### config.mk
export PLATFORM = sky130hd
export DESIGN_NAME = pwmg_top
export DESIGN_NICKNAME = d
export VERILOG_FILES = /design/src/rtl/pwmg_pkg.sv /design/src/rtl/pwmg_deadtime.sv /design/src/rtl/pwmg_timebase.sv /design/src/rtl/pwmg_top.sv
export VERILOG_INCLUDE_DIRS = /design/src /design/src/rtl
export SDC_FILE = /design/constraint.sdc
export NUM_CORES = 1
export LEC_CHECK = 0
export ABC_AREA = 0
export BUFFER_PORTS_ARGS = -buffer_cell sky130_fd_sc_hd__buf_2
export CAP_MARGIN = 40
export CORE_ASPECT_RATIO = 1.4
export CORE_MARGIN = 2
export CORE_UTILIZATION = 55
export DETAILED_ROUTE_END_ITERATION = 10
export PLACE_DENSITY = 0.85
export SLEW_MARGIN = 0
export SYNTH_ARGS = -nofsm -noshare
export SYNTH_HDL_FRONTEND = slang
export SYNTH_HIERARCHICAL = 1
export SYNTH_SLANG_ARGS = --single-unit
### constraint.sdc
create_clock -name mclk -period 9.8 [get_ports mclk]
set_clock_uncertainty 0.15 [all_clocks]
set_input_delay 1.47 -clock mclk [delete_from_list [all_inputs] [get_ports mclk]]
set_output_delay 1.47 -clock mclk [all_outputs]
set_load 0.02 [all_outputs]
### src/rtl/pwmg_cfg.svh
`ifndef PWMG_CFG_SVH
`define PWMG_CFG_SVH
// ****************************************
// Register offsets (word index)
// ****************************************
`define PWMG_OFS_CTRL 4'h0
`define PWMG_OFS_PDC  4'h1
`define PWMG_OFS_SDC  4'h2
`define PWMG_OFS_PER  4'h3
`define PWMG_OFS_CFG  4'h4
`define PWMG_OFS_DT   4'h5
`define PWMG_OFS_STAT 4'h6
`define PWMG_OFS_CLR  4'h7
`define PWMG_OFS_IEN  4'h8
`define PWMG_OFS_CNT  4'h9
// ****************************************
// Control field positions
// ****************************************
`define PWMG_B_ITB   9
`define PWMG_B_DTHI  7
`define PWMG_B_DTLO  6
`define PWMG_B_MASTER_TIMEBASE_SELECT  3
`define PWMG_B_CAM   2
`define PWMG_B_EXTERNAL_PERIOD_RESET_ENABLE 1
`define PWMG_B_IUE   0
// Configuration field positions
`define PWMG_B_EN    0
`define PWMG_B_OMHI  2
`define PWMG_B_OMLO  1
`define PWMG_B_CURRENT_LIMIT_MODE 3
// Interrupt status bits
`define PWMG_I_PER   0
`define PWMG_I_XRST  1
// ****************************************
// Reset values and limits
// ****************************************
`define PWMG_RST_CTRL 16'h0000
`define PWMG_RST_DUTY 16'h0000
`define PWMG_RST_PER  16'h0100
`define PWMG_RST_DT   16'h0000
`define PWMG_MIN_DUTY 16'h0008
`define PWMG_CAM_MASK 16'hfff8
// ****************************************
// Timing
// ****************************************
`define PWMG_CLK_NS   100
`define PWMG_EDGE_NS  40
`define PWMG_EDGE_CYC \
  (((`PWMG_EDGE_NS) / (`PWMG_CLK_NS)) < 1 ? 1 : \
   ((`PWMG_EDGE_NS) / (`PWMG_CLK_NS)))
`endif

### src/rtl/pwmg_pkg.sv
package pwmg_pkg;
  // Dead-time modes
  typedef enum logic [1:0] {
    PWMG_DT_POS  = 2'b00,
    PWMG_DT_NEG  = 2'b01,
    PWMG_DT_NONE = 2'b10,
    PWMG_DT_RSV  = 2'b11
  } pwmg_dtmode_t;
  // Output modes
  typedef enum logic [1:0] {
    PWMG_OM_COMPL = 2'b00,
    PWMG_OM_REDUN = 2'b01,
    PWMG_OM_PUSH  = 2'b10,
    PWMG_OM_INDEP = 2'b11
  } pwmg_omode_t;
  // Generator control fields
  typedef struct packed {
    logic         independent_timebase_enable;
    pwmg_dtmode_t deadTimeMode;
    logic         master_timebase_select;
    logic         center_align_enable;
    logic         external_period_reset_enable;
    logic         immediate_update_enable;
  } pwmg_ctrl_t;
  // Master time base feed
  typedef struct packed {
    logic        tick;
    logic        sync;
    logic [15:0] period;
  } pwmg_mtb_t;
endpackage

### src/rtl/pwmg_deadtime.sv
`timescale 1ns/100ps
`include "pwmg_cfg.svh"
module pwmg_deadtime import pwmg_pkg::*; (
  input  wire logic         mclk,  // System clock
  input  wire logic         rst,   // Async reset
  input  wire logic         tick,  // Dead-time count enable
  input  pwmg_dtmode_t      mode,  // Dead-time mode
  input  wire logic         compl, // Complementary output mode
  input  wire logic [15:0]  dt,    // Dead-time count
  input  wire logic [1:0]   raw,   // Demanded high/low level
  output logic      [1:0]   out    // Driven pin level
);
  logic [1:0] out_q, out_d;
  logic [1:0][15:0] cnt_q, cnt_d;

  // Per output: delay rising (pos) or, in complementary mode only, falling (neg) edges
  for (genvar i = 0; i < 2; i++) begin : g_ch
    always_comb begin
      logic delayEdge;
      delayEdge = 1'b0;
      out_d[i]  = out_q[i];
      cnt_d[i]  = 16'h0000;
      case (mode)
        PWMG_DT_POS: delayEdge = raw[i];
        PWMG_DT_NEG: delayEdge = !raw[i] && compl;
        default:     delayEdge = 1'b0;
      endcase
      if (raw[i] == out_q[i]) begin
        cnt_d[i] = 16'h0000;
      end else if (!delayEdge || cnt_q[i] >= dt) begin
        out_d[i] = raw[i];
      end else begin
        cnt_d[i] = tick ? 16'(cnt_q[i] + 16'h0001) : cnt_q[i];
      end
    end
  end

  always_ff @(posedge mclk or posedge rst) begin
    if (rst) begin
      out_q <= 2'h0;
      cnt_q <= '0;
    end else begin
      out_q <= out_d;
      cnt_q <= cnt_d;
    end
  end
  assign out = out_q;
endmodule // pwmg_deadtime

### src/rtl/pwmg_timebase.sv
`timescale 1ns/100ps
`include "pwmg_cfg.svh"
module pwmg_timebase import pwmg_pkg::*; (
  input  wire logic        mclk,   // System clock
  input  wire logic        rst,    // Async reset
  input  wire logic        run,    // Module enabled
  input  wire logic        tick,   // Count enable
  input  wire logic        center, // Up/down counting
  input  wire logic        clear,  // Restart count
  input  wire logic [15:0] period, // Active period
  output logic      [15:0] cnt,    // Count value
  output logic             wrap    // Period boundary
);
  logic [15:0] cnt_q, cnt_d;
  logic        down_q, down_d;

  // Next count: edge ramps, center triangles
  always_comb begin
    cnt_d  = cnt_q;
    down_d = down_q;
    wrap   = 1'b0;
    if (!run || clear) begin
      cnt_d  = 16'h0000;
      down_d = 1'b0;
    end else if (tick && !center) begin
      if (cnt_q >= 16'(period - 16'h0001)) begin
        cnt_d = 16'h0000;
        wrap  = 1'b1;
      end else begin
        cnt_d = 16'(cnt_q + 16'h0001);
      end
    end else if (tick) begin
      if (!down_q && cnt_q >= period) begin
        down_d = 1'b1;
        cnt_d  = 16'(cnt_q - 16'h0001);
      end else if (down_q && cnt_q == 16'h0000) begin
        down_d = 1'b0;
        cnt_d  = 16'h0001;
        wrap   = 1'b1;
      end else if (down_q) begin
        cnt_d = 16'(cnt_q - 16'h0001);
      end else begin
        cnt_d = 16'(cnt_q + 16'h0001);
      end
    end
  end

  always_ff @(posedge mclk or posedge rst) begin
    if (rst) begin
      cnt_q  <= 16'h0000;
      down_q <= 1'b0;
    end else begin
      cnt_q  <= cnt_d;
      down_q <= down_d;
    end
  end
  assign cnt = cnt_q;
endmodule // pwmg_timebase

### src/rtl/pwmg_top.sv
// Behaviour
// - Dead-time mode: positive, negative-complementary, none
// - Time-base select picks secondary master if present
// - Alignment bit chooses center or edge alignment
// - Center alignment only with independent time base
// - Center mode drops low three value bits
// - Current limit restarts independent local time base
// - Immediate or period-boundary shadow transfer
// - Primary duty drives high; both outside independent
// - Secondary duty drives low in independent only
// - Pulse clamped between 8 and period minus 8
// - Resolution coarsens near zero and full duty
// - Control bits five and four read zero
//
// Design decisions made here: the plain strobed port and the placing of the registers.
`timescale 1ns/100ps
`include "pwmg_cfg.svh"
module pwmg_top import pwmg_pkg::*; (
  input  wire logic        mclk,         // 10 MHz clock
  input  wire logic        rst,          // Async reset
  input  wire logic [3:0]  regAddr,      // Register index
  input  wire logic [15:0] regWdata,     // Write data
  input  wire logic        regWr,        // Write strobe
  input  wire logic        regRd,        // Read strobe
  output logic      [15:0] regRdata,     // Read data, next cycle
  input  pwmg_mtb_t        priTb,        // Primary master time base
  input  pwmg_mtb_t        secTb,        // Secondary master time base
  input  wire logic        secPresent,   // Secondary base exists
  input  wire logic        currentLimit, // Current-limit pin
  output logic             pwmHigh,      // High output pin
  output logic             pwmLow,       // Low output pin
  output logic             irq           // Level interrupt
);
  // ****************************************
  // State
  // ****************************************
  pwmg_ctrl_t  ctrl_q, ctrl_d;
  pwmg_omode_t omode_q, omode_d;
  logic        enable_q, enable_d, clMode_q, clMode_d;
  logic [15:0] pdc_q, pdc_d, sdc_q, sdc_d, per_q, per_d, dt_q, dt_d;
  logic [15:0] pdcAct_q, pdcAct_d, sdcAct_q, sdcAct_d;
  logic [15:0] perAct_q, perAct_d, dtAct_q, dtAct_d;
  logic [1:0]  stat_q, stat_d, ien_q, ien_d;
  logic [15:0] rdata_q, rdata_d;
  logic        irq_q, irq_d, phase_q, phase_d;
  logic        cl1_q, cl2_q;
  logic        center, tick, mSync, xReset, wrap, active;
  logic [15:0] period, cnt, pdcEff, sdcEff, dtEff;
  logic [1:0]  raw, pinOut;
  logic        wrCtrl, wrPdc, wrSdc, wrPer, wrDt;

  // ****************************************
  // Pin synchroniser
  // ****************************************
  always_ff @(posedge mclk or posedge rst) begin
    if (rst) begin
      cl1_q <= 1'b0;
      cl2_q <= 1'b0;
    end else begin
      cl1_q <= currentLimit;
      cl2_q <= cl1_q;
    end
  end

  // ****************************************
  // Time base selection
  // ****************************************
  // Secondary base only when requested and present
  always_comb begin
    if (ctrl_q.master_timebase_select && secPresent) begin
      tick  = secTb.tick;
      mSync = secTb.sync;
    end else begin
      tick  = priTb.tick;
      mSync = priTb.sync;
    end
  end
  assign center = ctrl_q.center_align_enable && ctrl_q.independent_timebase_enable;
  assign period = ctrl_q.independent_timebase_enable ? perAct_q
                : (ctrl_q.master_timebase_select && secPresent) ? secTb.period
                : priTb.period;
  // Current limit restarts only the independent base
  assign xReset = ctrl_q.external_period_reset_enable && ctrl_q.independent_timebase_enable && !clMode_q
                  && cl2_q && enable_q;

  pwmg_timebase u_tb (
    .mclk   (mclk),
    .rst    (rst),
    .run    (enable_q),
    .tick   (tick),
    .center (center),
    .clear  (xReset || (!ctrl_q.independent_timebase_enable && mSync)),
    .period (period),
    .cnt    (cnt),
    .wrap   (wrap)
  );

  // ****************************************
  // Effective duty values
  // ****************************************
  function automatic logic [15:0] effDuty(input logic [15:0] d,
                                          input logic [15:0] p,
                                          input logic        c);
    logic [15:0] v, hi, edgeW;
    v     = c ? (d & `PWMG_CAM_MASK) : d;
    edgeW = 16'(`PWMG_EDGE_CYC);
    hi    = 16'(p - `PWMG_MIN_DUTY);
    if (c) hi = hi & `PWMG_CAM_MASK;
    // Coarser steps close to either end
    if (v < 16'(`PWMG_MIN_DUTY + edgeW) ||
        v > 16'(hi - edgeW))
      v = v & `PWMG_CAM_MASK;
    if (v < `PWMG_MIN_DUTY)
      v = `PWMG_MIN_DUTY;
    else if (v > hi)
      v = hi;
    return v;
  endfunction

  assign pdcEff = effDuty(pdcAct_q, period, center);
  assign sdcEff = effDuty(sdcAct_q, period, center);
  assign dtEff  = center ? (dtAct_q & `PWMG_CAM_MASK) : dtAct_q;
  assign active = cnt < pdcEff;

  // ****************************************
  // Output mode steering
  // ****************************************
  always_comb begin
    raw = 2'b00;
    case (omode_q)
      PWMG_OM_INDEP: raw = {active, cnt < sdcEff};
      PWMG_OM_COMPL: raw = {active, !active};
      PWMG_OM_REDUN: raw = {active, active};
      PWMG_OM_PUSH:  raw = {active && !phase_q,
                            active && phase_q};
      default:       raw = 2'b00;
    endcase
    if (!enable_q)
      raw = 2'b00;
  end

  pwmg_deadtime u_dt (
    .mclk  (mclk),
    .rst   (rst),
    .tick  (tick),
    .mode  (ctrl_q.deadTimeMode),
    .compl (omode_q == PWMG_OM_COMPL),
    .dt    (dtEff),
    .raw   (raw),
    .out   (pinOut)
  );
  assign pwmHigh = pinOut[1];
  assign pwmLow  = pinOut[0];

  // ****************************************
  // Register writes and shadow transfer
  // ****************************************
  assign wrCtrl = regWr && regAddr == `PWMG_OFS_CTRL;
  assign wrPdc  = regWr && regAddr == `PWMG_OFS_PDC;
  assign wrSdc  = regWr && regAddr == `PWMG_OFS_SDC;
  assign wrPer  = regWr && regAddr == `PWMG_OFS_PER;
  assign wrDt   = regWr && regAddr == `PWMG_OFS_DT;

  always_comb begin
    ctrl_d   = ctrl_q;
    omode_d  = omode_q;
    enable_d = enable_q;
    clMode_d = clMode_q;
    pdc_d    = wrPdc ? regWdata : pdc_q;
    sdc_d    = wrSdc ? regWdata : sdc_q;
    per_d    = wrPer ? regWdata : per_q;
    dt_d     = wrDt ? regWdata : dt_q;
    pdcAct_d = pdcAct_q;
    sdcAct_d = sdcAct_q;
    perAct_d = perAct_q;
    dtAct_d  = dtAct_q;
    ien_d    = ien_q;
    if (wrCtrl) begin
      ctrl_d.independent_timebase_enable          = regWdata[`PWMG_B_ITB];
      ctrl_d.deadTimeMode = pwmg_dtmode_t'(
        regWdata[`PWMG_B_DTHI:`PWMG_B_DTLO]);
      ctrl_d.master_timebase_select  = regWdata[`PWMG_B_MASTER_TIMEBASE_SELECT];
      ctrl_d.center_align_enable   = regWdata[`PWMG_B_CAM];
      ctrl_d.external_period_reset_enable = regWdata[`PWMG_B_EXTERNAL_PERIOD_RESET_ENABLE];
      ctrl_d.immediate_update_enable   = regWdata[`PWMG_B_IUE];
    end
    if (regWr && regAddr == `PWMG_OFS_CFG) begin
      enable_d = regWdata[`PWMG_B_EN];
      omode_d  = pwmg_omode_t'(regWdata[`PWMG_B_OMHI:`PWMG_B_OMLO]);
      clMode_d = regWdata[`PWMG_B_CURRENT_LIMIT_MODE];
    end
    if (regWr && regAddr == `PWMG_OFS_IEN)
      ien_d = regWdata[1:0];
    // Active copies load now or at the boundary
    if (ctrl_q.immediate_update_enable) begin
      pdcAct_d = pdc_d;
      sdcAct_d = sdc_d;
      perAct_d = per_d;
      dtAct_d  = dt_d;
    end else if (wrap) begin
      pdcAct_d = pdc_q;
      sdcAct_d = sdc_q;
      perAct_d = per_q;
      dtAct_d  = dt_q;
    end
  end

  // ****************************************
  // Status, interrupt and read data
  // ****************************************
  always_comb begin
    logic [1:0] clr;
    clr = (regWr && regAddr == `PWMG_OFS_CLR) ? regWdata[1:0] : 2'b00;
    // Hardware set wins over a clear in the same cycle
    stat_d = (stat_q & ~clr) | {xReset, wrap};
    irq_d  = |(stat_d & ien_d);
    phase_d = wrap ? !phase_q : phase_q;
    if (!enable_q)
      phase_d = 1'b0;
    rdata_d = 16'h0000;
    if (regRd) begin
      case (regAddr)
        `PWMG_OFS_CTRL: begin
          rdata_d[`PWMG_B_ITB] = ctrl_q.independent_timebase_enable;
          rdata_d[`PWMG_B_DTHI:`PWMG_B_DTLO] = ctrl_q.deadTimeMode;
          rdata_d[`PWMG_B_MASTER_TIMEBASE_SELECT]  = ctrl_q.master_timebase_select;
          rdata_d[`PWMG_B_CAM]   = ctrl_q.center_align_enable;
          rdata_d[`PWMG_B_EXTERNAL_PERIOD_RESET_ENABLE] = ctrl_q.external_period_reset_enable;
          rdata_d[`PWMG_B_IUE]   = ctrl_q.immediate_update_enable; // bits 5:4 stay 0
        end
        `PWMG_OFS_PDC:  rdata_d = pdc_q;
        `PWMG_OFS_SDC:  rdata_d = sdc_q;
        `PWMG_OFS_PER:  rdata_d = per_q;
        `PWMG_OFS_DT:   rdata_d = dt_q;
        `PWMG_OFS_CFG:  rdata_d = {12'h000, clMode_q, omode_q, enable_q};
        `PWMG_OFS_STAT: rdata_d = {14'h0000, stat_q};
        `PWMG_OFS_IEN:  rdata_d = {14'h0000, ien_q};
        `PWMG_OFS_CNT:  rdata_d = cnt;
        default:        rdata_d = 16'h0000;
      endcase
    end
  end

  always_ff @(posedge mclk or posedge rst) begin
    if (rst) begin
      ctrl_q   <= pwmg_ctrl_t'(7'(`PWMG_RST_CTRL));
      omode_q  <= PWMG_OM_COMPL;
      enable_q <= 1'b0;
      clMode_q <= 1'b0;
      pdc_q    <= `PWMG_RST_DUTY;
      sdc_q    <= `PWMG_RST_DUTY;
      per_q    <= `PWMG_RST_PER;
      dt_q     <= `PWMG_RST_DT;
      pdcAct_q <= `PWMG_RST_DUTY;
      sdcAct_q <= `PWMG_RST_DUTY;
      perAct_q <= `PWMG_RST_PER;
      dtAct_q  <= `PWMG_RST_DT;
      stat_q   <= 2'b00;
      ien_q    <= 2'b00;
      rdata_q  <= 16'h0000;
      irq_q    <= 1'b0;
      phase_q  <= 1'b0;
    end else begin
      ctrl_q   <= ctrl_d;
      omode_q  <= omode_d;
      enable_q <= enable_d;
      clMode_q <= clMode_d;
      pdc_q    <= pdc_d;
      sdc_q    <= sdc_d;
      per_q    <= per_d;
      dt_q     <= dt_d;
      pdcAct_q <= pdcAct_d;
      sdcAct_q <= sdcAct_d;
      perAct_q <= perAct_d;
      dtAct_q  <= dtAct_d;
      stat_q   <= stat_d;
      ien_q    <= ien_d;
      rdata_q  <= rdata_d;
      irq_q    <= irq_d;
      phase_q  <= phase_d;
    end
  end
  assign regRdata = rdata_q;
  assign irq      = irq_q;
endmodule // pwmg_top

### Word-level counts from Yosys, hierarchy flattened

Index checks and enable logic that the tools add are counted.

| word-level totals | value |
|---|---|
| RAM bits | 0 |
| word-level logic and storage cells | 192 |
| input bits | 62 |
| register bits | 214 |
| memories kept | 0 |
| memory bits (read-only) | 0 |
| output and inout port bits | 19 |
| bits in latches | 0 |

| cells by class | value |
|---|---|
| equality and inequality tests | 17 |
| order comparisons | 14 |
| $mul | 0 |
| div/mod/pow operators | 0 |
| multiplexer cells | 65 |
| bitwise operators | 6 |
| $add $sub $neg | 7 |
| shift operators | 0 |
| reduce and logical (&&, ||, !) cells | 53 |

Operators with widths:

| cell | number |
|---|---|
| $mux 16 | 32 |
| $ge 16x16->1 | 4 |
| $gt 16x16->1 | 4 |
| $lt 16x4->1 const B | 4 |
| $add 16x1->16 const B | 3 |
| $sub 16x1->16 const B | 3 |
| $pmux 4 s9 | 1 |
| $lt 16x16->1 | 2 |
| $pmux 6 s5 | 1 |
| $logic_and 1x1->1 | 22 |
| $mux 3 | 6 |
| $eq 4x3->1 const B | 4 |
| $logic_not 16->1 | 1 |
| $sub 16x4->16 const B | 1 |
| $mux 1 | 15 |
| $pmux 2 s6 | 1 |
| $reduce_bool 3->1 | 4 |
| $logic_not 1->1 | 11 |
| $pmux 2 s5 | 1 |
| $eq 4x2->1 const B | 2 |
| $eq 4x4->1 const B | 2 |
| $pmux 2 s4 | 1 |
| $logic_or 1x1->1 | 6 |
| $mux 2 | 3 |
| other kinds (18) | 28 |

### Logic depth before layout (Yosys ltp)

Gate-level depths: netlist (run 1).

| logic depth | value |
|---|---|
| depth after elaboration | 23 |
| depth in mapped cells | 51 |

### Cells and area by module

The synthesis (run 1) kept the hierarchy.

By module, submodules not included:

| module | cells each | instances | area an instance (µm²) | sequential area each (µm²) |
|---|---|---|---|---|
| pwmg_top | 1216 | 1 | 11418.5 | 4081.4 |
| pwmg_timebase | 354 | 1 | 2652.5 | 425.4 |
| pwmg_deadtime | 270 | 1 | 2426.1 | 850.8 |

### Worst setup path after synthesis (run 1)

No wires, ideal clock.

| timing path | value |
|---|---|
| kind | input port to flip-flop |
| start point | input secPresent |
| end point | register u_dt/cnt_q[17] (netlist bit) |
| library setup time | 0.072 ns |
| path slack | -1.122 ns |
| data required time | 9.578 ns |
| stages on the path | 47 |
| arrival time | 10.700 ns |
| buffers on the path | 3 |
| cell sequence | buf_6 and3_4 o31ai_4 inv_2 nor3_1 a21oi_1 a21oi_1 xor2_1 ha_1 and2_1 a221o_1 a21o_1 a2111oi_0 o21ai_0 nor2_1 nand3_1 o32ai_1 o22ai_1 [11 not listed] nand2_1 o21ai_0 nand2_1 ha_1 a21o_1 a21o_1 a21oi_1 o221ai_1 or2_2 o41a_1 nor2_1 a21oi_1 a2111oi_2 o21ai_1 or4_1 clkbuf_2 buf_6 nor2_1 |

RTL lines:

| item | RTL line | source |
|---|---|---|
| start, declared | pwmg_top.sv:28 | `input wire logic secPresent,` |
| $logic_and 1x1->1 * | pwmg_top.sv:80 | `: (ctrl_q.master_timebase_select && secPresent) ? secTb.period` |
| $mux 16 * | pwmg_top.sv:80 |  |
| $mux 16 * | pwmg_top.sv:79 | `assign period = ctrl_q.independent_timebase_enable ? perAct_q` |
| net period[3] | pwmg_top.sv:48 | `logic [15:0] period, cnt, pdcEff, sdcEff, dtEff;` |
| $sub 16x4->16 (no source line) * | n/a |  |
| $sub 16x1->16 | pwmg_top.sv:111 | `v > 16'(hi - edgeW))` |
| $gt 16x16->1 | pwmg_top.sv:111 |  |
| $logic_or 1x1->1 | pwmg_top.sv:110 | `` if (v < 16'(`PWMG_MIN_DUTY + edgeW) \|\| `` |
| [8 not listed] | n/a |  |
| net raw[1] | pwmg_top.sv:49 | `logic [1:0] raw, pinOut;` |
| $logic_not 1->1 | pwmg_deadtime.sv:25 | `PWMG_DT_NEG: delayEdge = !raw[i] && compl;` |
| $logic_and 1x1->1 | pwmg_deadtime.sv:25 |  |
| $pmux 1 s2 | pwmg_deadtime.sv:23 | `case (mode)` |
| $logic_not 1->1 | pwmg_deadtime.sv:30 | `end else if (!delayEdge \|\| cnt_q[i] >= dt) begin` |
| $logic_or 1x1->1 | pwmg_deadtime.sv:30 |  |
| $mux 16 | pwmg_deadtime.sv:30 |  |
| $mux 16 | pwmg_deadtime.sv:28 | `if (raw[i] == out_q[i]) begin` |
| end signal, assigned | pwmg_deadtime.sv:44 | `cnt_q <= cnt_d;` |
| end, declared | pwmg_deadtime.sv:14 | `logic [1:0][15:0] cnt_q, cnt_d;` |

Mark *: on every way through the listed nets, which the timed path passes. The rest lies on a longest branch.
A chain may end at the register's enable or synchronous reset.

### Worst setup path in the final report (run 1)

| timing path | value |
|---|---|
| start point | input priTb[3] (netlist bit) |
| end point | register u_dt.out_q[1], in the netlist u_dt/out[1] |

| between the ends | value |
|---|---|
| word-level cells in the longest chain between the ends | 20 |

RTL lines:

| item | RTL line | source |
|---|---|---|
| start, declared | pwmg_top.sv:26 | `input pwmg_mtb_t priTb,` |
| $mux 16 * | pwmg_top.sv:80 |  |
| $mux 16 * | pwmg_top.sv:79 |  |
| net period[3] | pwmg_top.sv:48 |  |
| $sub 16x4->16 (no source line) * | n/a |  |
| $sub 16x1->16 | pwmg_top.sv:111 |  |
| $gt 16x16->1 | pwmg_top.sv:111 |  |
| $logic_or 1x1->1 | pwmg_top.sv:110 |  |
| $mux 3 | pwmg_top.sv:110 |  |
| [6 not listed] | n/a |  |
| $mux 2 * | pwmg_top.sv:138 | `if (!enable_q)` |
| net raw[1] | pwmg_top.sv:49 |  |
| $logic_not 1->1 | pwmg_deadtime.sv:25 |  |
| $logic_and 1x1->1 | pwmg_deadtime.sv:25 |  |
| $pmux 1 s2 | pwmg_deadtime.sv:23 |  |
| $logic_not 1->1 | pwmg_deadtime.sv:30 |  |
| $logic_or 1x1->1 | pwmg_deadtime.sv:30 |  |
| $reduce_and 2->1 (no source line) | n/a |  |
| end signal, assigned | pwmg_deadtime.sv:43 | `out_q <= out_d;` |
| end, declared | pwmg_deadtime.sv:13 | `logic [1:0] out_q, out_d;` |

Marked as above.

==> impl_metrics.toml, run 1 <==
[routing]
drc = 0
via_count = 16100
via_per_inst = 6.59
ant_nets = 0
drt_iter0_drc = 1461
dr.pass1.iters = 6
wl_mm = 58.8
wl_per_cell_microns = 24.0

[floorplanning]
fp-row-count = 75
io_pins = 81
initial_core_util_pct = 55.5
die_h_microns = 209
die-area_sq_mm = 0.0314
core_sq_mm = 0.0297
fp.dieW_microns = 150

[synthesis]
yosys-top-cells-area = "dfrtp_1 32%, ha_1 12%, mux2_2 5.8%"
ys.flop_type = "dfrtp_1"
syn-num-nets = 2055
synthesis.area_per_instance_sq_um = 8.97
synth_seq_cells = 214
yosysTopAreaCell = "dfrtp_1"
ys_warn_count = 6
synth_top_cell_area_share_pct = 32.2
ys_async_sr_fraction_pct = 100
yosysUniqueCellTypes = 101
ys_seq_area_share_pct = 32.5
synth_edf_count = 0
synthCells = 1840
syn-cell-area_sq_mm = 0.0165

[clocking]
clk-insertion-delay-late_ps = 540
clockBufferDepth = 3
cts_tree = "done"
clk_pin_slew_worst_paths_ps = 60
cts_root_buf = "clkbuf_16"
ctsHoldBuffers = 0
cts-buffers-inserted = 23
h-tree-depth = 1
cts.sinks = 214

[setup_path]
critPathMaxFanout = 4
worstSetupPathType = "input pin to flip-flop"
cpPeakStageDelay_ps = 440
critPathLaunchType = "input pin"
cp.arrival_ps = 10680
slowest_stage = "o41a_1"
end_kind = "flip-flop"
cp.required_ps = 10060

[power_and_ir_drop]
total_power_mw = 5.22
leakagePower_nw = 8.88
irDropWorstVdd_mv = 0.173
comb_power_share_pct = 56.6
swShare_pct = 44.5
p_seq_share_pct = 27.2
pwr-share-clk_pct = 16.1
p_sw_mw = 2.32
power_density_mw_per_mm2 = 263
internal_power_mw = 2.90

[placement]
hpwl_mm = 43.2
place_ws_ps = -1120
io_buffers = 80
place.gp.congestion = 1.01

[grt]
grt_usage_pct = 36.9
grt_max_degree = 106
grt_pass1_wl_mm = 89.5
antenna_found_initial = 5
overflow = 0
grt_pass1_vias = 16100

[sta]
setup_ws_ps = -624
drv_slew = 0
setup_viol = 34
max_freq_mhz = 95.9
tightest_slew_ps = 942
rsz0062_at_grt = "true"
slew_headroom_pct = 37.2
hold_ws_ps = 204
min_period_ps = 10420
hold_viol_final = 0
period_share_pct = 106

[run]
drv_cap = 0

[run_status]
status = "finished with violations"
violations = "negative setup slack"

[finish]
syn2layout_area_growth_pct = 20.2
final_nets = 2262
drive_above_1_share_pct = 25.0
fin_util_pct = 66.6

[min_path]
holdCritPathClass = "flip-flop to flip-flop"
## worst max-delay path, delay by kind of cell
family,cells,cell delay (ps)
AND/OR/NAND/NOR,12,2080
buffers and inverters,5,650
AO/OA/AOI/OAI,23,4620
multiplexers,2,680
XOR/XNOR,1,250
adder cells (fa/ha/maj),4,960
## registers in the layout (all words and copies together), names as in the netlist
register	flops
u_dt/cnt_q	32
dtAct_q	16
dt_q	16
pdcAct_q	16
pdc_q	16
perAct_q	16
per_q	16
regRdata	16
sdcAct_q	16
sdc_q	16
u_tb/cnt	16
ctrl_q	7
ien_q	2
omode_q	2
stat_q	2
u_dt/out	2
cl1_q	1
cl2_q	1
clMode_q	1
enable_q	1
irq	1
phase_q	1
u_tb/down_q	1
## layout make-up
type	count	area, sq um
Tap cell	385	482
Clock inverter	11	93.8
Inverter	103	394
Antenna cell	3	7.51
Timing Repair Buffer	265	1930
Fill cell	2284	9920
Clock buffer	28	614
Sequential cell	214	5360
Multi-Input combinational cell	1440	10900
## synth_stat cells (5+ instances only)
cell type and count:
dfrtp_1 212, a21oi_1 69, buf_6 6, mux2_2 85, buf_2 11, nor4_1 21, inv_1 95, o21ai_1 7
and2_1 14, a221oi_1 6, a2111oi_0 6, o311a_1 5, clkbuf_1 47, mux2i_1 81, o311a_2 6, nand2b_1 18
nor2b_1 12, xor2_1 22, ha_1 153, or4_1 8, a211oi_1 10, o221ai_1 6, or2_2 12, o21ai_0 125
o31ai_1 8, o22ai_1 8, inv_2 6, a22o_1 7, a22oi_1 29, xnor2_1 44, a31oi_1 30, nand3_1 41
nand4b_1 11, buf_1 15, nand4_1 38, nor2_1 88, nand2_1 233, or3_1 14, and3_1 7, a21o_1 28
nor3_1 69, o211ai_1 22
## power groups by stage
stage,logic [mW],registers (mW),clock network [mW]
after CTS,2.79,1.40,0.848
after floorplan,1.74,1.25,0
after global placement,2.62,1.40,0
after detailed placement,2.71,1.41,0
after global routing,3.21,1.43,0.887
final,2.96,1.42,0.842
## path summary, 6_finish.rpt
path	from	to	slack, ps	depth (start not counted)
min reg2reg	cl1_q	cl2_q	200	0
min	cl1_q	cl2_q	200	0
max reg2reg	ctrl_q[3]	u_dt/out[1]	-280	47
max in group asynchronous	rst	pdc_q[5]	7220	4
max	priTb[3]	u_dt/out[1]	-620	47
min in group asynchronous	rst	clMode_q	780	2
## per-layer routing
layer  up-vias  part of all wire [%]  routed length (microns)  global-route usage (%)
met2       883                    48                    28000                    60.9
met3       287                   8.2                     4790                    7.05
met5         -                 0.041                       24                       0
met4         4                   8.8                     5190                    26.9
met1      7759                    35                    20800                    42.3
li1       7200                     -                        -                       -
## cell families after synthesis
| logic type | share of synthesized area [%] |
|---|---|
| DFF | 32.5 |
| AOI/OAI and AO/OA | 17.9 |
| xor gates and xnor gates | 4.01 |
| muxes | 10.8 |
| buffers and inverters | 4.66 |
| and+or+nand+nor | 18.5 |
| adders and majority gates | 11.6 |
## timing repair
action / CTS / global route
gates resized for setup: 35 / 44
cloned: 1 / 1
buffers inserted: 9 / 8
pin swaps: 28 / 20
setup endpoints to repair: 34 / 34
## through the flow
| step | std cells | TNS, ps | instance area, sq um |
|---|---|---|---|
| after floorplan | 1840 | -13580 | 16700 |
| after global placement | 2383 | -27280 | 18500 |
| after detailed placement | 2388 | -35670 | 18500 |
| after CTS | 2437 | -10670 | 19500 |
| after global routing | 2447 | -34060 | 19800 |
| final | 2449 | -18690 | 19800 |
## cell usage in the layout (no fill, tap or decap), drive strengths merged, types with 22 or more instances in the layout
cell	Yosys	final
a21o	29	29
a21oi	69	69
a22oi	29	29
a31oi	31	31
buf	35	264
clkbuf	48	29
dfrtp	212	212
ha	153	153
inv	101	102
mux2	86	86
mux2i	81	81
nand2	235	235
nand3	42	42
nand4	39	39
nor2	88	88
nor3	70	70
nor4	26	26
o211ai	23	23
o21ai	132	132
xnor2	45	45
xor2	22	22
Power figures use the tool's default switching activity.
==> run 2: changes to the inputs <==
- CORE_UTILIZATION: 55 -> 57
- GPL_TIMING_DRIVEN: default -> 1
- PLACE_DENSITY: 0.85 -> 0.87
- SYNTH_HIERARCHICAL: 1 -> default
==> run 2 against run 1 <==
Against the previous run:
- the run now ends clean
- critical path type unchanged
- first-iteration DRC count decreased by 4.2%
- routed wire length decreased by 4.7%
- largest power group unchanged
- count of clock-buffer cells in the layout decreased by 2
- sequential share of layout area increased by 0.57 points
- power decreased by 2.7%
- critical path depth decreased by 1
- cell area decreased by 2.1%
- via count decreased by 4.8%
- fmax increased by 10%
- worst hold slack about the same
- sequential power decreased by 3%
==> impl_metrics.toml, run 2 <==
[synthesis]
synth_compound_area_share_pct = 18.0
yosysTopAreaCell = "dfrtp_1"
synthesis.area_per_instance_sq_um = 9.32
yosysUniqueCellTypes = 102
synth_common_cells = "212 x dfrtp_1, 208 x nand2_1, 151 x ha_1"
ys.flop_type = "dfrtp_1"
synth_top_cell_area_share_pct = 32.6
synthSimpleGateAreaFrac_pct = 18.1
syn-cell-area_sq_mm = 0.0163
synth_top_family_by_area = "simple AND/OR/NAND/NOR gates"
synth_fa_ha_area_share_pct = 11.8
synth.most_common_cell = "dfrtp_1"
synth_edf_count = 0
yosys-top-cells-area = "dfrtp_1 33%, ha_1 12%, mux2_2 5.5%"
ys_async_sr_fraction_pct = 100
synthCells = 1748
synth_xor_xnor_area_share_pct = 4.96
synth_seq_cells = 214
syn-num-nets = 1961
ys_seq_area_share_pct = 32.9
ys_warn_count = 0
synthMuxAreaShare_pct = 10.2

[power_and_ir_drop]
irDropWorstVdd_mv = 0.219
power_density_mw_per_mm2 = 262
leakagePower_nw = 9.39

[placement]
place_ws_ps = -639
place.gp.congestion = 1.03
io_buffers = 80
hpwl_mm = 41.4
place_area_sq_mm = 0.0181

[min_path]
holdCritPathClass = "flip-flop to flip-flop"
hold_start = "cl1_q"

[setup_path]
cp.arrival_ps = 9770
cpPeakStageDelay_ps = 520
worstSetupPathType = "input pin to flip-flop"
critPathMaxFanout = 8
critPathLaunchType = "input pin"
startpoint = "priTb[3]"
worstReg2RegStart = "ctrl_q[6]"
end_kind = "flip-flop"
slowest_stage = "or4_4"
cp.required_ps = 10100

[clocking]
clk_pin_slew_worst_paths_ps = 60
clk-insertion-delay-late_ps = 530
cts-buffers-inserted = 21
cts_tree = "done"
ctsHoldBuffers = 0
clockBufferDepth = 3
cts_root_buf = "clkbuf_16"
h-tree-depth = 1
cts.sinks = 214

[sta]
hold_viol_final = 0
rsz0062_at_grt = "true"
max_freq_mhz = 106
period_share_pct = 96.7
drv_slew = 0
slew_headroom_pct = 34.2
tightest_slew_ps = 987
setup_viol = 0
setup_ws_ps = 325
min_period_ps = 9470
tns_ps = 0

[finish]
fillCellCount = 2074
final_common_cell = "dfrtp_1"
largest_register = "u_dt.cnt_q"
syn2layout_area_growth_pct = 19.2
largest_reg_flops = 32
final_nets = 2155
most-common-layout-cells = "210 x dfrtp_1, 206 x nand2_1, 166 x buf_4, 146 x ha_1, 108 x o21ai_0"
stdcell_area_sq_mm = 0.0194
drive_above_1_share_pct = 26.0

[run_status]
status = "finished, final reports clean"

[routing]
ant_nets = 0
via_per_inst = 6.59
drc = 0
wl_per_cell_microns = 24.0
dr.pass1.iters = 8
wl_mm = 56.0
drt_iter0_drc = 1399
via_count = 15400

[floorplanning]
initial_core_util_pct = 57.7
die_h_microns = 204
io_pins = 81
fp.dieW_microns = 147
fp-row-count = 73
die-area_sq_mm = 0.0300
core_sq_mm = 0.0282

[grt]
grt_pass1_vias = 15500
grt_pass1_wl_mm = 85.5
antenna_found_initial = 0
grt_usage_pct = 36.9
grt_max_degree = 93
overflow = 0

[run]
drv_cap = 0
-- run 2: cell count changes in the layout (fill, tap and decap cells not counted), moves of 12 or more --
| cell | previous run | this run |
|---|---|---|
| a222oi_1 | 1 | 18 |
| a21o_1 | 27 | 44 |
| inv_1 | 93 | 55 |
| o21ai_0 | 120 | 108 |
| a22oi_1 | 29 | 13 |
| a21oi_1 | 62 | 75 |
| nor3_1 | 48 | 26 |
| a31oi_1 | 30 | 9 |
| nor3_4 | 14 | 0 |
| nand2_1 | 229 | 206 |
| nor2_1 | 83 | 70 |
| and3_1 | 6 | 21 |
-- run 2: layer usage --
metal  global-route usage (%)  share of wire (%)  vias to the layer above
met4                     27.5                8.9                        0
met2                     62.3                 47                      799
li1                         -                  -                     6839
met1                     42.9                 37                     7463
met3                     4.91                7.2                      259
met5                        0                  0                        -
-- run 2: kinds of logic after synthesis --
group,Yosys count
compound gates,423
xor+xnor,82
fa+ha+maj,154
buf+inv,153
flops,214
mux,156
simple gates,566
-- run 2: what timing repair did --
action,CTS,global route
pin swaps,3,62
buffers inserted,1,12
resized for setup,7,95
endpoints found under the setup margin,21,34
cloned,1,0
-- run 2: critical path, delay by kind of cell --
family | cells | cell delay [ps]
compound gates | 20 | 3290
xor+xnor | 1 | 130
fa+ha+maj | 4 | 1070
buf+inv | 7 | 910
mux | 2 | 600
simple gates | 12 | 2290
-- run 2: per-stage QoR --
| step | total power [mW] | std cells | util, % | hold slack, ps |
|---|---|---|---|---|
| finish | 5.08 | 2331 | 68.8 | 204 |
| global route | 5.38 | 2330 | 68.8 | 216 |
| CTS | 4.82 | 2317 | 66.8 | 206 |
| detailed placement | 3.91 | 2279 | 64.1 | 190 |
| global placement | 3.83 | 2276 | 63.8 | 186 |
| floorplan | 2.88 | 1748 | - | 181 |
-- run 2: final timing paths --
check	to	slack (ps)	depth (start not counted)
max in group asynchronous	u_tb.down_q	7250	5
setup reg to reg	u_dt.cnt_q[1]	470	45
min in group asynchronous	irq	790	2
hold reg to reg	cl2_q	200	0
setup / recovery	u_dt.cnt_q[1]	330	46
hold / removal	cl2_q	200	0
-- run 2: report_power, final --
group | internal [mW] | total (mW) | switching (mW)
combinational | 1.32 | 2.83 | 1.51
sequential | 1.08 | 1.38 | 0.295
clock | 0.511 | 0.877 | 0.366
total | 2.91 | 5.08 | 2.18
-- run 2: cell type report --
type                       count  area (sq um)  share of cell area [%]
clock buffer                  26           594                    3.06
sequential                   214          5360                    27.6
timing repair buffer         258          1850                    9.55
antenna                        1          2.50                  0.0129
tap                          375           469                    2.42
multi-input combinational   1382         10700                    55.3
clock inverter                10           140                   0.722
inverter                      65           253                    1.30
==> run 3: changes to the inputs <==
- MAX_ROUTING_LAYER: default -> met4
==> run 3 against run 2 <==
Against the previous run:
- non-clock buffer count is 3 lower
- sequential power hardly changed
- die area stayed put
- cell area is 0.66% lower
- worst hold slack better by 7.5 ps
- sequential share of layout area is 0.18 points higher
- cell count is 0.17% lower
- flip-flop and latch count stayed put
- combinational power hardly changed
- fmax is 1.4% lower
- largest power group unchanged
==> impl_metrics.toml, run 3 (synthesis gave the netlist of run 2 again) <==
[run_status]
status = "finished, final reports clean"

[placement]
place.gp.congestion = 1.01
dp.cells = 2275
io_buffers = 80
hpwl_mm = 40.9

[finish]
fillCellCount = 2095
multi_input_comb_area_sq_mm = 0.0107
largest_register = "u_dt.cnt_q"
fin_util_pct = 68.3
syn2layout_area_growth_pct = 18.4
final_common_cell = "dfrtp_1"
final_cells = 2327
regArea_sq_mm = 0.00536
drive_above_1_share_pct = 25.5
final_nets = 2152
largest_reg_flops = 32
most-common-layout-cells = "210 x dfrtp_1, 207 x nand2_1, 165 x buf_4, 144 x ha_1, 109 x o21ai_0"

[clocking]
clockBufferDepth = 3
clk-insertion-delay-late_ps = 510
cts_tree = "done"
h-tree-depth = 1
cts_root_buf = "clkbuf_16"
cts-buffers-inserted = 21
cts.sinks = 214
clk_pin_slew_worst_paths_ps = 70

[setup_path]
cp.arrival_ps = 9900
worstSetupPathType = "input pin to flip-flop"
cpPeakStageDelay_ps = 520
cp.required_ps = 10100
cpMostUsedCell = "a21o_1"
critPathLaunchType = "input pin"
critPathMaxFanout = 9
end_kind = "flip-flop"
slowest_stage = "or4_4"

[routing]
ant_nets = 0
via_per_inst = 6.57
dr.pass1.iters = 6
drt_iter0_drc = 1503
drc = 0
wl_per_cell_microns = 23.9
wl_mm = 55.7
via_count = 15300

[grt]
antenna_found_initial = 1
grt_max_degree = 106
overflow = 0
grt_usage_pct = 37.4
grt_pass1_vias = 15400
grt_pass1_wl_mm = 84.7

[sta]
min_period_ps = 9610
hold_viol_final = 0
setup_viol = 0
tightest_slew_ps = 915
period_share_pct = 98.0
drv_slew = 0
tns_ps = 0
max_freq_mhz = 104
slew_headroom_pct = 39.0
hold_ws_ps = 211

[floorplanning]
die-area_sq_mm = 0.0300
fp-row-count = 73
die_h_microns = 204
core_sq_mm = 0.0282
io_pins = 81
initial_core_util_pct = 57.7
fp.dieW_microns = 147

[power_and_ir_drop]
leakagePower_nw = 9.33
irDropWorstVdd_mv = 0.215
power_density_mw_per_mm2 = 260
total_power_mw = 5.02

[min_path]
holdCritPathClass = "flip-flop to flip-flop"

[run]
drv_cap = 0
## run 3: metal layers
metal	vias up	GRT usage, %	share of wire, %
met5	-	-	0
met2	808	63.2	49
met3	248	4.62	7.2
met4	0	23.5	7.4
li1	6810	-	-
met1	7421	42.2	36
## run 3: path summary, 6_finish.rpt
check / from / end / slack [ps] / depth (start not counted)
max: secPresent / u_dt.cnt_q[9] / 190 / 45
max in group asynchronous: rst / u_tb.cnt[9] / 7270 / 3
max reg2reg: ctrl_q[6] / u_dt.cnt_q[9] / 470 / 43
min in group asynchronous: rst / ctrl_q[1] / 940 / 2
min: cl1_q / cl2_q / 210 / 0
min reg2reg: cl1_q / cl2_q / 210 / 0
## run 3: critical path: cells and delay by family
kind,cells,cell delay (ps)
adder cells (fa/ha/maj),4,1050
AO/OA/AOI/OAI,21,3710
XOR/XNOR,1,210
AND/OR/NAND/NOR,15,2570
multiplexers,1,470
buffers and inverters,3,430
## run 3: area by class of cell
cell class / count / area share (%)
Multi-Input combinational cell: 1382 / 55.6
Sequential cell: 214 / 27.8
Timing Repair Buffer: 255 / 9.35
Clock buffer: 25 / 2.80
Tap cell: 375 / 2.43
Inverter: 65 / 1.31
Clock inverter: 10 / 0.714
Antenna cell: 1 / 0.0130
## run 3: stage by stage
step           instance area, sq um  setup slack [ps]
2_1_floorplan                 16300              40.4
3_3_place_gp                  18000              -321
3_5_place_dp                  18000              -487
4_1_cts                       18700              7.56
5_1_grt                       19300              -118
6_report                      19300               192
## run 3: where the power goes
group / internal (mW) / leakage (nW) / switching [mW]
sequential: 1.08 / 2.76 / 0.300
clock: 0.474 / 0.326 / 0.347
combinational: 1.32 / 6.24 / 1.50
total: 2.87 / 9.33 / 2.15
## run 3: timing repair
item                       in CTS  in global routing
pin swaps                       0                 35
setup endpoints to repair       2                 34
gates resized for setup         1                 85
hold buffers                    0                  0
cloned                          0                  3
buffers inserted                0                 12
